===== src/acs_pkg.sv =====
// Constants, types and decode helpers for the serial conversion control block
package acs_pkg;
    // ----------------------------------------------------------------
    // Timing
    // ----------------------------------------------------------------
    localparam int CLK_PERIOD_NS = 10;
    localparam int WAKE_OFF_NS   = 5000;
    localparam int WAKE_STBY_NS  = 1000;
    localparam int WAKE_OFF_CYC  = (WAKE_OFF_NS + CLK_PERIOD_NS - 1) / CLK_PERIOD_NS;
    localparam int WAKE_STBY_CYC = (WAKE_STBY_NS + CLK_PERIOD_NS - 1) / CLK_PERIOD_NS;
    localparam int WAKE_W        = 10;

    // ----------------------------------------------------------------
    // Word layout and edge counts
    // ----------------------------------------------------------------
    localparam int         CTRL_W      = 8;
    localparam int         RES_W       = 12;
    localparam int         WORD_W      = 16;
    localparam int         CNT_W       = 5;
    localparam logic [4:0] SAMPLE_CNT  = 5'h01;
    localparam logic [4:0] CTRL_CNT    = 5'h07;
    localparam logic [4:0] LOAD_CNT    = 5'h03;
    localparam logic [4:0] LAST_CNT    = 5'h0F;
    localparam int         BIT_PM0     = 0;
    localparam int         BIT_PM1     = 1;
    localparam int         BIT_CHAN    = 5;
    localparam logic [7:0] CTRL_RESET  = 8'h00;
    localparam logic [3:0] LEAD_ZEROS  = 4'h0;
    localparam int         BUF_DEPTH   = 2;

    // ----------------------------------------------------------------
    // Types
    // ----------------------------------------------------------------
    typedef enum logic [1:0] {PM_CS_CTRL, PM_NORMAL, PM_AUTO_SHDN, PM_AUTO_STBY} acs_pmode_t;
    typedef enum logic [1:0] {PWR_OFF, PWR_STBY, PWR_WAKE, PWR_ON} acs_pwr_t;

    // Power mode from the two mode bits of a control word
    function automatic acs_pmode_t acs_mode(input logic [CTRL_W-1:0] c);
        acs_pmode_t m;
        m = acs_pmode_t'({c[BIT_PM1], c[BIT_PM0]});
        return m;
    endfunction
endpackage


===== src/acs_conv_ctrl.sv =====
// Serial conversion control: control word, sampling sequence, result shift-out, power modes
//
// Functional notes
// - Mode bits 11: drop to standby at the last rising clock edge of each conversion.
// - Standby keeps only the reference powered; wake-up is therefore short.
// - Standby is left on the first falling clock edge after chip select falls.
// - Standby wake completes within the same transfer; no dummy transfer is needed.
// - The serial clock alone paces conversion and data shifting.
// - Chip select falling gates the clock in and puts the sampler into track.
// - Second rising edge after chip select falls: hold, sample, start conversion.
// - Conversion runs a further fourteen clock periods after sampling, ending at the sixteenth rising edge.
// - Chip select rising releases the data output.
// - Chip select held low after a transfer starts the next sequence at once.
// - Sampled channel comes from the previous control word; host writes ahead.
// - Control word taken from data input on the first eight rising edges.
// - Control word is rewritten on every transfer that reaches the eighth rising edge; host must send valid bits.
// - A falling first edge shifts out the first leading zero.
// - Later output bits change on falling edges for capture on rising edges.
// - Last result bit leaves on the falling edge after the fifteenth rising edge, valid at sixteenth rising.
// - Mode bits 00: powered while chip select low, shut down while high.
// - Mode bits 01: always fully powered.
// - Mode bits 10: shut down after each conversion, wake on first falling edge.
// - Control word resets to zero; wake from shutdown takes about 5 us.
`timescale 1ns/1ps
module acs_conv_ctrl
    import acs_pkg::*;
(
    input  wire logic             mclk_i,
    input  wire logic             rst_n_i,
    input  wire logic             cs_n_i,
    input  wire logic             sclk_i,
    input  wire logic             din_i,
    output logic                  dout_o,
    output logic                  dout_oe_o,
    input  wire logic             result_valid_i,
    input  wire logic [RES_W-1:0] result_data_i,
    output logic                  result_ready_o,
    output logic                  track_hold_o,
    output logic                  conv_start_o,
    output logic                  conv_busy_o,
    output logic                  xfer_done_o,
    output logic                  chan_sel_o,
    output logic [CTRL_W-1:0]     ctrl_word_o,
    output logic                  power_mode_high_bit_o,
    output logic                  power_mode_low_bit_o,
    output logic                  core_power_o,
    output logic                  ref_power_o,
    output logic                  power_ready_o
);
    // ----------------------------------------------------------------
    // Edge detection and derived events
    // ----------------------------------------------------------------
    logic [1:0]        rise;
    logic [1:0]        fall;
    logic              cs_fall;
    logic              sclk_rise;
    logic              sclk_fall;
    logic [CNT_W-1:0]  rise_cnt_reg;
    logic [CTRL_W-1:0] shift_reg;
    logic [CTRL_W-1:0] ctrl_reg;
    logic [WORD_W-1:0] out_word_reg;
    logic              dout_reg;
    logic              dout_oe_reg;
    logic              hold_reg;
    logic              conv_start_reg;
    logic              busy_reg;
    logic              done_reg;
    logic              chan_reg;
    logic              first_fall_reg;
    logic              end_evt;
    logic              load_evt;
    logic              wake_evt;
    logic              sample_evt;
    logic              buf_valid;
    logic [RES_W-1:0]  buf_data;
    acs_pmode_t        mode;
    acs_pwr_t          pwr_reg;
    logic [WAKE_W-1:0] wake_cnt_reg;

    acs_edge u_edge (
        .mclk_i  (mclk_i),
        .rst_n_i (rst_n_i),
        .sig_i   ({sclk_i, cs_n_i}),
        .rise_o  (rise),
        .fall_o  (fall)
    );

    // Clock edges only count while chip select is low
    assign cs_fall   = fall[0];
    assign sclk_rise = rise[1] & ~cs_n_i;
    assign sclk_fall = fall[1] & ~cs_n_i;
    assign end_evt   = sclk_rise & (rise_cnt_reg == LAST_CNT);
    assign load_evt  = sclk_rise & (rise_cnt_reg == LOAD_CNT);
    assign wake_evt  = sclk_fall & first_fall_reg;
    assign sample_evt = sclk_rise & (rise_cnt_reg == SAMPLE_CNT);
    assign mode      = acs_mode(ctrl_reg);

    // ----------------------------------------------------------------
    // Result buffer between the converter core and the shifter
    // ----------------------------------------------------------------
    // A late result is kept rather than lost; it goes out on a later transfer
    acs_fifo2 #(
        .DW (RES_W)
    ) u_buf (
        .mclk_i      (mclk_i),
        .rst_n_i     (rst_n_i),
        .in_valid_i  (result_valid_i),
        .in_ready_o  (result_ready_o),
        .in_data_i   (result_data_i),
        .out_valid_o (buf_valid),
        .out_ready_i (load_evt),
        .out_data_o  (buf_data)
    );

    // ----------------------------------------------------------------
    // Transfer sequencing
    // ----------------------------------------------------------------
    // Rising edge counter; wraps at the sixteenth edge so a held-low select restarts
    always_ff @(posedge mclk_i) begin
        if (!rst_n_i) begin
            rise_cnt_reg <= '0;
        end else if (cs_fall || cs_n_i) begin
            rise_cnt_reg <= '0;
        end else if (end_evt) begin
            rise_cnt_reg <= '0;
        end else if (sclk_rise) begin
            rise_cnt_reg <= CNT_W'(rise_cnt_reg + 1'b1);
        end
    end

    // Track on select fall or sequence restart, hold on the second rising edge
    always_ff @(posedge mclk_i) begin
        if (!rst_n_i) begin
            hold_reg       <= 1'b0;
            conv_start_reg <= 1'b0;
            chan_reg       <= 1'b0;
        end else begin
            conv_start_reg <= 1'b0;
            if (cs_fall || end_evt) begin
                hold_reg <= 1'b0;
            end else if (sample_evt) begin
                hold_reg       <= 1'b1;
                conv_start_reg <= 1'b1;
                chan_reg       <= ctrl_reg[BIT_CHAN];
            end
        end
    end

    // Busy from the sampling edge through the sixteenth rising edge
    always_ff @(posedge mclk_i) begin
        if (!rst_n_i) begin
            busy_reg <= 1'b0;
            done_reg <= 1'b0;
        end else begin
            done_reg <= end_evt;
            if (cs_n_i || end_evt) begin
                busy_reg <= 1'b0;
            end else if (sample_evt) begin
                busy_reg <= 1'b1;
            end
        end
    end

    // ----------------------------------------------------------------
    // Control word capture
    // ----------------------------------------------------------------
    // Always overwritten at the eighth edge; a short frame keeps the old word
    always_ff @(posedge mclk_i) begin
        if (!rst_n_i) begin
            shift_reg <= CTRL_RESET;
            ctrl_reg  <= CTRL_RESET;
        end else if (sclk_rise && rise_cnt_reg <= CTRL_CNT) begin
            shift_reg <= {shift_reg[CTRL_W-2:0], din_i};
            if (rise_cnt_reg == CTRL_CNT) begin
                ctrl_reg <= {shift_reg[CTRL_W-2:0], din_i};
            end
        end
    end

    // ----------------------------------------------------------------
    // Result shift-out
    // ----------------------------------------------------------------
    // Word loads at the fourth rising edge, just before its first data bit is due
    always_ff @(posedge mclk_i) begin
        if (!rst_n_i) begin
            out_word_reg <= '0;
        end else if (cs_fall) begin
            out_word_reg <= '0;
        end else if (load_evt) begin
            out_word_reg <= buf_valid ? {LEAD_ZEROS, buf_data} : '0;
        end
    end

    // Bit index follows the rising count, so either clock phase lines up
    always_ff @(posedge mclk_i) begin
        if (!rst_n_i) begin
            dout_reg <= 1'b0;
        end else if (cs_fall) begin
            dout_reg <= 1'b0;
        end else if (sclk_fall) begin
            dout_reg <= out_word_reg[4'(LAST_CNT - rise_cnt_reg)];
        end
    end

    // Output is driven only while selected
    always_ff @(posedge mclk_i) begin
        if (!rst_n_i) begin
            dout_oe_reg <= 1'b0;
        end else if (cs_n_i) begin
            dout_oe_reg <= 1'b0;
        end else if (cs_fall) begin
            dout_oe_reg <= 1'b1;
        end
    end

    // ----------------------------------------------------------------
    // Power management
    // ----------------------------------------------------------------
    // Marks the first falling clock edge of a frame for the auto modes
    always_ff @(posedge mclk_i) begin
        if (!rst_n_i) begin
            first_fall_reg <= 1'b0;
        end else if (cs_fall) begin
            first_fall_reg <= 1'b1;
        end else if (sclk_fall || cs_n_i) begin
            first_fall_reg <= 1'b0;
        end
    end

    // Modes in which the select level alone asks for power; shared by off and standby
    function automatic logic level_wake(input acs_pmode_t m, input logic sel_n);
        return (m == PM_CS_CTRL && !sel_n) || (m == PM_NORMAL);
    endfunction

    // Power state; the wake count is reloaded according to what was powered down
    always_ff @(posedge mclk_i) begin
        if (!rst_n_i) begin
            pwr_reg      <= PWR_OFF;
            wake_cnt_reg <= '0;
        end else begin
            case (pwr_reg)
                PWR_OFF: begin
                    if (level_wake(mode, cs_n_i) || (mode inside {PM_AUTO_SHDN, PM_AUTO_STBY} && wake_evt)) begin
                        pwr_reg      <= PWR_WAKE;
                        wake_cnt_reg <= WAKE_W'(WAKE_OFF_CYC - 1);
                    end
                end
                PWR_STBY: begin
                    if (level_wake(mode, cs_n_i) || wake_evt) begin
                        pwr_reg      <= PWR_WAKE;
                        wake_cnt_reg <= WAKE_W'(WAKE_STBY_CYC - 1);
                    end else if (mode == PM_CS_CTRL) begin
                        pwr_reg <= PWR_OFF;
                    end
                end
                PWR_WAKE: begin
                    if (mode == PM_CS_CTRL && cs_n_i) begin
                        pwr_reg <= PWR_OFF;
                    end else if (wake_cnt_reg == '0) begin
                        pwr_reg <= PWR_ON;
                    end else begin
                        wake_cnt_reg <= WAKE_W'(wake_cnt_reg - 1'b1);
                    end
                end
                PWR_ON: begin
                    if (mode == PM_CS_CTRL && cs_n_i) begin
                        pwr_reg <= PWR_OFF;
                    end else if (end_evt && mode == PM_AUTO_SHDN) begin
                        pwr_reg <= PWR_OFF;
                    end else if (end_evt && mode == PM_AUTO_STBY) begin
                        pwr_reg <= PWR_STBY;
                    end
                end
                default: begin
                    pwr_reg <= PWR_OFF;
                end
            endcase
        end
    end

    // ----------------------------------------------------------------
    // Outputs
    // ----------------------------------------------------------------
    assign dout_o                = dout_reg;
    assign dout_oe_o             = dout_oe_reg;
    assign track_hold_o          = hold_reg;
    assign conv_start_o          = conv_start_reg;
    assign conv_busy_o           = busy_reg;
    assign xfer_done_o           = done_reg;
    assign chan_sel_o            = chan_reg;
    assign ctrl_word_o           = ctrl_reg;
    assign power_mode_high_bit_o = ctrl_reg[BIT_PM1];
    assign power_mode_low_bit_o  = ctrl_reg[BIT_PM0];
    // Standby keeps the reference alive, which is why its wake is short
    assign core_power_o          = (pwr_reg == PWR_WAKE) || (pwr_reg == PWR_ON);
    assign ref_power_o           = (pwr_reg != PWR_OFF);
    assign power_ready_o         = (pwr_reg == PWR_ON);
endmodule


===== src/acs_edge.sv =====
// Edge detector for the synchronous chip select and serial clock inputs
`timescale 1ns/1ps
module acs_edge
    import acs_pkg::*;
(
    input  wire logic       mclk_i,
    input  wire logic       rst_n_i,
    input  wire logic [1:0] sig_i,
    output logic      [1:0] rise_o,
    output logic      [1:0] fall_o
);
    logic [1:0] prev_reg;

    // ----------------------------------------------------------------
    // Per-signal history and edge pulses
    // ----------------------------------------------------------------
    genvar g;
    generate
        for (g = 0; g < 2; g = g + 1) begin : g_edge
            // Reset history high: chip select idles high, the clock may too
            always_ff @(posedge mclk_i) begin
                if (!rst_n_i) begin
                    prev_reg[g] <= 1'b1;
                end else begin
                    prev_reg[g] <= sig_i[g];
                end
            end
            assign rise_o[g] = sig_i[g] & ~prev_reg[g];
            assign fall_o[g] = ~sig_i[g] & prev_reg[g];
        end
    endgenerate
endmodule


===== src/acs_fifo2.sv =====
// Two-entry result buffer with valid/ready on both sides
`timescale 1ns/1ps
module acs_fifo2
    import acs_pkg::*;
#(
    parameter int DW = 12
) (
    input  wire logic          mclk_i,
    input  wire logic          rst_n_i,
    input  wire logic          in_valid_i,
    output logic               in_ready_o,
    input  wire logic [DW-1:0] in_data_i,
    output logic               out_valid_o,
    input  wire logic          out_ready_i,
    output logic      [DW-1:0] out_data_o
);
    logic [DW-1:0] mem_reg [BUF_DEPTH];
    logic          wr_ptr_reg;
    logic          rd_ptr_reg;
    logic [1:0]    count_reg;
    logic          push;
    logic          pop;

    // Full and empty straight from the occupancy count
    assign in_ready_o  = (count_reg != 2'h2);
    assign out_valid_o = (count_reg != 2'h0);
    assign push        = in_valid_i & in_ready_o;
    assign pop         = out_ready_i & out_valid_o;
    assign out_data_o  = mem_reg[rd_ptr_reg];

    // ----------------------------------------------------------------
    // Storage and pointers
    // ----------------------------------------------------------------
    always_ff @(posedge mclk_i) begin
        if (!rst_n_i) begin
            mem_reg[0] <= '0;
            mem_reg[1] <= '0;
        end else if (push) begin
            mem_reg[wr_ptr_reg] <= in_data_i;
        end
    end

    always_ff @(posedge mclk_i) begin
        if (!rst_n_i) begin
            wr_ptr_reg <= 1'b0;
            rd_ptr_reg <= 1'b0;
            count_reg  <= 2'h0;
        end else begin
            if (push) begin
                wr_ptr_reg <= ~wr_ptr_reg;
            end
            if (pop) begin
                rd_ptr_reg <= ~rd_ptr_reg;
            end
            count_reg <= 2'(count_reg + {1'b0, push} - {1'b0, pop});
        end
    end
endmodule


===== config.mk =====
export PLATFORM = sky130hd
export DESIGN_NAME = acs_conv_ctrl
export DESIGN_NICKNAME = d
export VERILOG_FILES = /design/src/acs_pkg.sv /design/src/acs_conv_ctrl.sv /design/src/acs_edge.sv /design/src/acs_fifo2.sv
export SDC_FILE = /design/constraint.sdc
export NUM_CORES = 1
export LEC_CHECK = 0
export BUFFER_PORTS_ARGS = -buffer_cell sky130_fd_sc_hd__buf_2
export CAP_MARGIN = 10
export CORE_ASPECT_RATIO = 1.25
export CORE_UTILIZATION = 50
export CTS_BUF_LIST = sky130_fd_sc_hd__clkbuf_4 sky130_fd_sc_hd__clkbuf_8
export CTS_CLUSTER_DIAMETER = 120
export DETAILED_ROUTE_END_ITERATION = 8
export GPL_TIMING_DRIVEN = 0
export PLACE_DENSITY = 0.69
export SYNTH_ARGS = -nofsm -noshare
export SYNTH_HDL_FRONTEND = slang
export SYNTH_SLANG_ARGS = --single-unit

===== constraint.sdc =====
create_clock -name mclk_i -period 3.55 [get_ports mclk_i]
set_input_delay 0.355 -clock mclk_i [delete_from_list [all_inputs] [get_ports mclk_i]]
set_output_delay 0.355 -clock mclk_i [all_outputs]
set_load 0.1 [all_outputs]

==> impl_metrics.csv, run 1 <==
group,metric,value,unit
clock_network,cts_resized,0,
finish,final_cell_mix,"dfxtp_1 (59), buf_2 (43), nor2_1 (41)",
flow_run,cap_violations,0,
setup_path,crit_path_max_incr_delay,0.43,ns
clock_network,htreeDepth,3,
setup_path,critPathSlowestCell,"clkbuf_1",
die,core_area,0.00749,mm2
finish,final_area,0.00449,mm2
finish,syn_to_final_growth,13.8,%
synth,syn-cell-area,0.00394,mm2
synth,ys_types,56,
synth,synth_edf_count,24,
die,start_util,52.6,%
timing,timing.hold.ws,0.245,ns
clock_network,clkTransAtPathRegs,0.09,ns
clock_network,cts_hold_buf,0,
setup_path,cp_cell_sequence,"inv_1 -> ha_1 -> buf_2 -> inv_1 -> clkbuf_1 -> nand2_1 -> buf_2",
finish,layout-drive-gt1-share,17.9,%
setup_path,critPathKind,"reg2out",
die,dieWidth,81.4,um
synth,yosys-top-cells-area,"dfxtp_1 (30%), edfxtp_1 (18%), mux2i_1 (7.1%)",
clock_network,cts.sinks,83,
grt,grtUsageMet3,4.14,%
power,power_density,504,mW/mm2
timing,max_freq,0.384,GHz
place,placed_area,0.00426,mm2
setup_path,cp_max_fo,10,
route,vias_per_cell,5.52,
synth,ys.flop_type,"dfxtp_1",
grt,grt_max_degree,17,
timing,finalSetupViolations,0,
finish,diodes,0,
synth,yosysTopAreaCell,"dfxtp_1",
timing,setup-tns-final,0,ns
finish,final_common_cell,"dfxtp_1",
route,drc,0,
setup_path,r2r_slack,0.95,ns
grt,globalRouteTotalUtil,21.8,%
timing,worst_slew_pin_slew,0.744,ns
grt,overflow,0,
synth,synth-seq-area-share,48.2,%
synth,synthesis.nets,417,
min_path,worstHoldPathType,"in2reg",
finish,fillers,635,
route,antenna_left,0,
synth,ys_seq_elements,83,
route,routed_wl,8150,um
grt,grt_pass1_wl,13500,um
die,die_h,101,um
setup_path,arrival,2.25,ns
timing,hold_violations,0,
route,dr_total_vias,2949,
finish,largest_register_ffs,24,
power,power.leakage,0.00184,uW
timing,maxSlewViolCount,0,
timing,relSlewSlack,50.0,%
route,firstDrtPassIters,4,
synth,syn_inst,387,
clock_network,clock_path_buffers,2,
finish,post-route-util,59.9,%
power,ir_worst_vdd,0.320,mV
timing,clock_skew,0.00859,ns
die,core.rowCount,35,
timing,fin_crit_sh,73.3,%
clock_network,numCtsBuffers,9,
grt,grt_pass1_vias,2826,
timing,fin_crit,2.60,ns
clock_network,postCtsSetupRepairBufs,0,
grt,global_route.usage.met1,25.2,%
synth,syn_area_per_cell,10.2,um2
route,wl_per_cell,15.3,um
timing,rsz0062_at_grt,"false",
setup_path,cp_num_buf_inv,5,
grt,grtUsageMet2,38.3,%
grt,antenna_found_initial,0,
synth,synth_warnings,0,
setup_path,crit_family,"buffers and inverters",
grt,gr-max-usage-layer,"met2",
place,dp_hpwl,6050,um
setup_path,worstSetupStartpointType,"flop",
setup_path,required,3.19,ns
route,drt_iter0_markers,181,
setup_path,cp-end-kind,"primary output",
die,dieArea,0.00825,mm2
synth,synth_top_area_share,30.0,%
place,place_congestion,0.864,
die,io_pins,39,
clock_network,clock_latency,0.36,ns
finish,fin_nets,467,
status,status,"finished clean",
clock_network,clockRootBuffer,"clkbuf_8",
synth,async_flop_share,0,%
place,portBuffers,38,
clock_network,cts_tree,"built",
==> cell type report <==
type                       instances  area (um2)  share of cell area [%]
clock buffer                       9         124                    2.76
tap                               92         115                    2.56
clock inverter                     7         109                    2.43
sequential                        83        1900                    42.4
timing repair buffer              39         198                    4.40
inverter                          18        67.6                    1.51
multi-input combinational        263        1850                    41.3
buffer                            23         119                    2.65
==> metal layers <==
metal | vias up | wire length, um | part of all wire (%)
li1 | 1489 | - | -
met1 | 1379 | 3600 | 44
met2 | 66 | 4150 | 51
met3 | 15 | 219 | 2.7
met4 | 0 | 172 | 2.1
met5 | - | 0 | 0
==> cell families after synthesis <==
| group | Yosys count | share of synthesized area [%] |
|---|---|---|
| compound gates | 65 | 12.4 |
| flops | 83 | 48.2 |
| xor+xnor | 6 | 1.33 |
| simple gates | 148 | 20.4 |
| fa+ha+maj | 12 | 3.81 |
| mux | 32 | 9.11 |
| buf+inv | 41 | 4.73 |
==> per-stage QoR <==
stage	worst slack [ns]	instances	total power (uW)
6_report	0.949	534	2260
5_1_grt	0.686	534	2350
4_1_cts	0.897	534	2270
3_5_place_dp	0.671	518	1490
3_3_place_gp	0.698	517	1480
2_1_floorplan	0.908	387	1390
==> path summary, 6_finish.rpt <==
kind | startpoint | to | cells after the start
min reg2reg | out_word_reg[11] | out_word_reg[11] | 2
max | pwr_reg[0] | core_power_o | 7
max reg2reg | rise_cnt_reg[3] | u_buf.count_reg[1] | 11
min | din_i | shift_reg[0] | 3
==> Yosys cell counts (all sizes together), types with 12 or more instances <==
cell type  instances
mux2i             28
nand2             19
a21oi             21
ha                12
edfxtp            24
clkbuf            13
and2              25
inv               18
dfxtp             59
or3               17
nor2              41
==> power by group <==
| part | total, uW | leakage [uW] | switching (uW) | internal (uW) |
|---|---|---|---|---|
| sequential | 1070 | 0.000734 | 39.0 | 1030 |
| combinational | 400 | 0.000987 | 263 | 136 |
| clock | 788 | 0.000118 | 377 | 411 |
| total | 2260 | 0.00184 | 680 | 1580 |
==> worst min-delay path, cell delays in order <==
cell	delay, ns
buf_2	0.09
mux2i_1	0.06
nor2_1	0.07
Note: power is estimated with default switching activity, not from simulation.
==> run 2: changes to the inputs <==
PLACE_DENSITY = 0.72   (was 0.69)
clock period = 2.3 ns   (was 3.55 ns; I/O delays follow)
==> run 2 against run 1 <==
Effect of this change: global-route usage down 0.41 points; first-iteration DRC count decreased by 39%; core utilization shrank 0.25 points; register-to-register slack got worse by 0.82 ns; combinational power increased by 54%; power is 42% higher; via count grew 2.8%; cell count is 0.19% lower; flip-flop and latch count did not move; worst setup slack lost 0.82 ns; clock power is 20% higher; clock skew is 0.00088 ns lower; critical path type unchanged; largest power group unchanged.
==> impl_metrics.csv, run 2 (synthesis gave the netlist of run 1 again) <==
group,metric,value,unit
power,power_density,721,mW/mm2
finish,diodes,0,
place,dp_hpwl,5870,um
route,firstDrtPassIters,4,
die,core_area,0.00749,mm2
clock_network,htreeDepth,3,
die,dieArea,0.00825,mm2
clock_network,numCtsBuffers,9,
grt,grt_pass1_vias,2876,
grt,grt_pass1_wl,13500,um
setup_path,crit_path_max_incr_delay,0.43,ns
setup_path,r2r_start,"pwr_reg[1]",
grt,globalRouteTotalUtil,21.4,%
setup_path,cp_cell_sequence,"inv_1 -> ha_1 -> buf_2 -> inv_1 -> nand2_2 -> buf_2",
finish,syn_to_final_growth,13.4,%
finish,layout-drive-gt1-share,20.0,%
die,start_util,52.6,%
setup_path,critPathSlowestCell,"buf_2",
setup_path,worstSetupStartpointType,"flop",
setup_path,critPathCapture,"core_power_o",
route,wl_per_cell,14.9,um
clock_network,clkTransAtPathRegs,0.09,ns
route,dr_total_vias,3031,
clock_network,clockRootBuffer,"clkbuf_8",
timing,fin_ws,0.131,ns
min_path,worstHoldPathType,"in2reg",
setup_path,r2r_slack,0.13,ns
power,ir_worst_vdd,0.503,mV
timing,timing.hold.ws,0.139,ns
setup_path,cp-end-kind,"primary output",
finish,largest_register_ffs,24,
place,portBuffers,38,
grt,overflow,0,
timing,maxSlewViolCount,0,
clock_network,cts_tree,"built",
route,routed_wl,7970,um
clock_network,clock_latency,0.35,ns
die,core.rowCount,35,
setup_path,startpoint,"pwr_reg[0]",
setup_path,critPathKind,"reg2out",
timing,rsz0062_at_grt,"false",
timing,fin_crit,2.17,ns
timing,worst_slew_pin_slew,1.08,ns
setup_path,r2r_cells,7,
finish,fin_nets,466,
place,place_congestion,0.839,
setup_path,rr_endpoint,"wake_cnt_reg[4]",
setup_path,arrival,1.94,ns
setup_path,cp_max_fo,12,
status,status,"finished clean",
power,power.leakage,0.00182,uW
timing,fin_crit_sh,94.3,%
route,drt_iter0_markers,111,
route,drc,0,
timing,hold_violations,0,
setup_path,required,2.07,ns
timing,finalSetupViolations,0,
clock_network,clock_path_buffers,2,
flow_run,cap_violations,0,
timing,clock_skew,0.00771,ns
route,antenna_left,0,
die,io_pins,39,
grt,grt_max_degree,16,
grt,antenna_found_initial,0,
finish,final_cell_mix,"dfxtp_1 (57), buf_2 (43), nor2_1 (39)",
die,die_h,101,um
finish,final_common_cell,"dfxtp_1",
timing,relSlewSlack,27.5,%
clock_network,cts.sinks,83,
clock_network,cts_hold_buf,0,
place,place_ws,-0.390,ns
die,dieWidth,81.4,um
route,vias_per_cell,5.69,
timing,max_freq,0.461,GHz
## run 2: cell type report
| class | instances | area, um2 |
|---|---|---|
| timing repair buffer | 40 | 205 |
| clock inverter | 7 | 52.6 |
| sequential | 83 | 1900 |
| multi-input combinational | 263 | 1890 |
| tap | 92 | 115 |
| clock buffer | 9 | 124 |
| buffer | 21 | 111 |
| fill | 671 | 3020 |
| inverter | 18 | 67.6 |
## run 2: layer usage
metal  global-route usage [%]  wire, um  up-vias
met5                        0         0        -
met4                     10.7       204        0
met3                     3.33       274       19
met2                     36.9      4150       76
met1                     25.5      3340     1451
li1                         -         -     1485
## run 2: repair_timing
item	CTS	global route
gates resized for setup	7	5
pin swaps	0	2
buffers inserted	0	2
endpoints found under the setup margin	3	8
## run 2: worst min path at each step
stage	from	endpoint	slack (ns)	cells after the start
5_1_grt	result_data_i[10]	u_buf.mem_reg[0][10]	0.15	2
2_1_floorplan	sclk_i	u_edge.prev_reg[1]	0.33	1
6_report	din_i	shift_reg[0]	0.14	3
4_1_cts	din_i	shift_reg[0]	0.12	3
3_3_place_gp	out_word_reg[0]	out_word_reg[0]	0.44	2
3_5_place_dp	out_word_reg[1]	out_word_reg[1]	0.45	2
## run 2: critical path: cells and delay by family, from the launching register on
kind | cells | cell delay (ns)
buf+inv | 4 | 0.96
simple gates | 1 | 0.13
flops | 1 | 0.35
fa+ha+maj | 1 | 0.15
## run 2: where the power goes
group	internal, uW	leakage (uW)	switching (uW)	total (uW)
logic	210	0.000993	406	616
clock network	399	0.0000900	546	946
registers	1600	0.000734	62.0	1660
## run 2: metrics by stage
stage               cell area [um2]  setup TNS [ns]  instances  total power, uW  util, %
floorplan                      3950               0        387             2150        -
global placement               4260          -0.611        517             2280     56.8
detailed placement             4260           -1.08        517             2300     56.8
CTS                            4460         -0.0346        532             3230     59.5
global route                   4470               0        533             3380     59.7
finish                         4470               0        533             3220     59.7
==> run 3: changes to the inputs <==
ABC_AREA = 1   (was unset)
==> run 3 against run 2 <==
Effect of this change: cell area rose by 1.6%; flip-flop and latch count did not move; global-route usage fell by 0.22 points; register-to-register slack improved by 0.07 ns.
==> impl_metrics.csv, run 3 <==
group,metric,value,unit
synth,ys_seq_elements,83,
place,placed_area,0.00427,mm2
timing,maxSlewViolCount,0,
synth,async_flop_share,0,%
synth,yosys-top-cells-area,"dfxtp_1 (30%), edfxtp_1 (18%), nor2_1 (9.3%)",
synth,syn_area_per_cell,7.82,um2
setup_path,required,2.58,ns
timing,rsz0062_at_grt,"false",
setup_path,cp-end-kind,"flop",
synth,ys_types,35,
clock_network,cts_tree,"built",
setup_path,arrival,2.38,ns
finish,fin_nets,589,
place,dp_hpwl,6230,um
die,core_area,0.00753,mm2
place,portBuffers,38,
timing,clock_skew,0.0101,ns
clock_network,htreeDepth,3,
grt,overflow,0,
setup_path,critPathKind,"reg2reg",
route,drt_iter0_markers,187,
grt,antenna_found_initial,0,
synth,syn_inst,506,
route,firstDrtPassIters,4,
grt,grt_max_degree,15,
route,routed_wl,8430,um
synth,synthesis.nets,536,
clock_network,cts.sinks,83,
finish,multi_input_area,0.00171,mm2
grt,grt_pass1_vias,3175,
route,dr_total_vias,3338,
route,vias_per_cell,5.09,
synth,synth_warnings,0,
route,antenna_left,0,
finish,final_cell_mix,"nor2_1 (97), nand2_1 (83), inv_1 (71)",
power,ir_worst_vdd,0.504,mV
min_path,hold_depth,3,
clock_network,clockRootBuffer,"clkbuf_8",
finish,layout-drive-gt1-share,15.1,%
timing,fin_ws,0.203,ns
timing,fin_crit,2.10,ns
place,place_ws,-0.145,ns
route,wl_per_cell,12.8,um
setup_path,critPathSlowestCell,"dfxtp_1",
setup_path,worst_path_most_repeated_cell,"ha_1",
setup_path,worstSetupStartpointType,"flop",
finish,post-route-util,60.3,%
synth,yosysTopAreaCell,"dfxtp_1",
finish,syn_to_final_growth,14.7,%
timing,setup-tns-final,0,ns
timing,relSlewSlack,54.3,%
timing,fin_crit_sh,91.2,%
setup_path,cp_max_fo,9,
clock_network,clock_path_buffers,2,
finish,largest_register_ffs,24,
finish,final_common_cell,"nor2_1",
synth,syn-cell-area,0.00396,mm2
timing,finalSetupViolations,0,
synth,yosysMostFrequentCell,"nor2_1",
finish,final_area,0.00454,mm2
finish,fillers,695,
die,dieArea,0.00828,mm2
min_path,worstHoldPathType,"in2reg",
timing,hold_violations,0,
timing,max_freq,0.477,GHz
setup_path,r2r_cells,11,
die,dieWidth,81.6,um
finish,ff_latch_area,0.00190,mm2
power,power_density,767,mW/mm2
setup_path,r2r_slack,0.20,ns
clock_network,clkTransAtPathRegs,0.08,ns
setup_path,crit_path_max_incr_delay,0.31,ns
clock_network,clock_latency,0.35,ns
status,status,"finished clean",
synth,synth_top_area_share,29.8,%
synth,synth_edf_count,24,
synth,ys.flop_type,"dfxtp_1",
grt,grt_pass1_wl,13500,um
die,start_util,52.6,%
timing,worst_slew_pin_slew,0.686,ns
place,place_congestion,0.850,
clock_network,numCtsBuffers,9,
grt,globalRouteTotalUtil,21.2,%
die,io_pins,39,
flow_run,cap_violations,0,
synth,synth_common_cells,"nor2_1 (98), nand2_1 (83), inv_1 (73), dfxtp_1 (59), o21ai_0 (33)",
finish,diodes,0,
die,core.rowCount,35,
power,power.leakage,0.00206,uW
die,die_h,101,um
setup_path,cp_cell_sequence,"inv_2 -> nand3_4 -> nor2_4 -> nand2_4 -> nor3_4 -> ha_1 -> inv_1 -> ha_1 -> xor2_1 -> o21ai_0 -> a21oi_1",
synth,synth-seq-area-share,48.0,%
route,drc,0,
-- run 3: worst paths after layout --
| path | from | end |
|---|---|---|
| setup / recovery | u_edge.prev_reg[1] | u_buf.count_reg[1] |
| hold / removal | din_i | shift_reg[0] |
| setup reg to reg | u_edge.prev_reg[1] | u_buf.count_reg[1] |
| hold reg to reg | ctrl_word_o[6] | ctrl_word_o[6] |
-- run 3: what timing repair did --
| item | 4_1_cts | 5_1_grt |
|---|---|---|
| pin swaps | 1 | 1 |
| endpoints found under the setup margin | 3 | 9 |
| buffers inserted | 1 | 4 |
| resized for setup | 1 | 3 |
| hold buffers | 0 | 0 |
-- run 3: per-stage QoR --
stage	instances	hold WS (ns)	power [uW]
after global routing	656	0.190	3630
after global placement	636	0.443	2330
after floorplan	506	0.337	2190
final	656	0.152	3480
after CTS	653	0.152	3480
after detailed placement	636	0.447	2350
-- run 3: layout make-up --
cell class | count | share of cell area, %
Timing Repair Buffer | 43 | 5.29
Sequential cell | 83 | 41.9
Inverter | 74 | 6.26
Clock buffer | 10 | 2.89
Multi-Input combinational cell | 334 | 37.7
Buffer | 14 | 1.43
Tap cell | 92 | 2.54
Clock inverter | 6 | 1.96
-- run 3: per-layer routing --
metal	share of wire, %	global-route usage (%)
met5	0	0
met2	53	40.8
met1	41	22.6
met3	3.3	2.88
met4	1.8	8.50
-- run 3: kinds of logic after synthesis --
logic type,share of synthesized area [%]
adder cells (fa/ha/maj),3.79
buffers and inverters,8.82
flip-flops,48.0
multiplexers,3.19
AO/OA/AOI/OAI,10.6
AND/OR/NAND/NOR,25.1
XOR/XNOR,0.443
-- run 3: critical path, delay by kind of cell (launching register included) --
| family | cells | cell delay (ns) |
|---|---|---|
| AND/OR/NAND/NOR | 4 | 0.72 |
| AO/OA/AOI/OAI | 2 | 0.26 |
| buffers and inverters | 2 | 0.16 |
| flip-flops | 1 | 0.31 |
| adder cells (fa/ha/maj) | 2 | 0.41 |
| XOR/XNOR | 1 | 0.19 |
-- run 3: report_power, final --
part           internal [uW]  switching, uW  leakage [uW]
registers               1590           50.5      0.000731
logic                    203            479       0.00122
clock network            628            530      0.000112
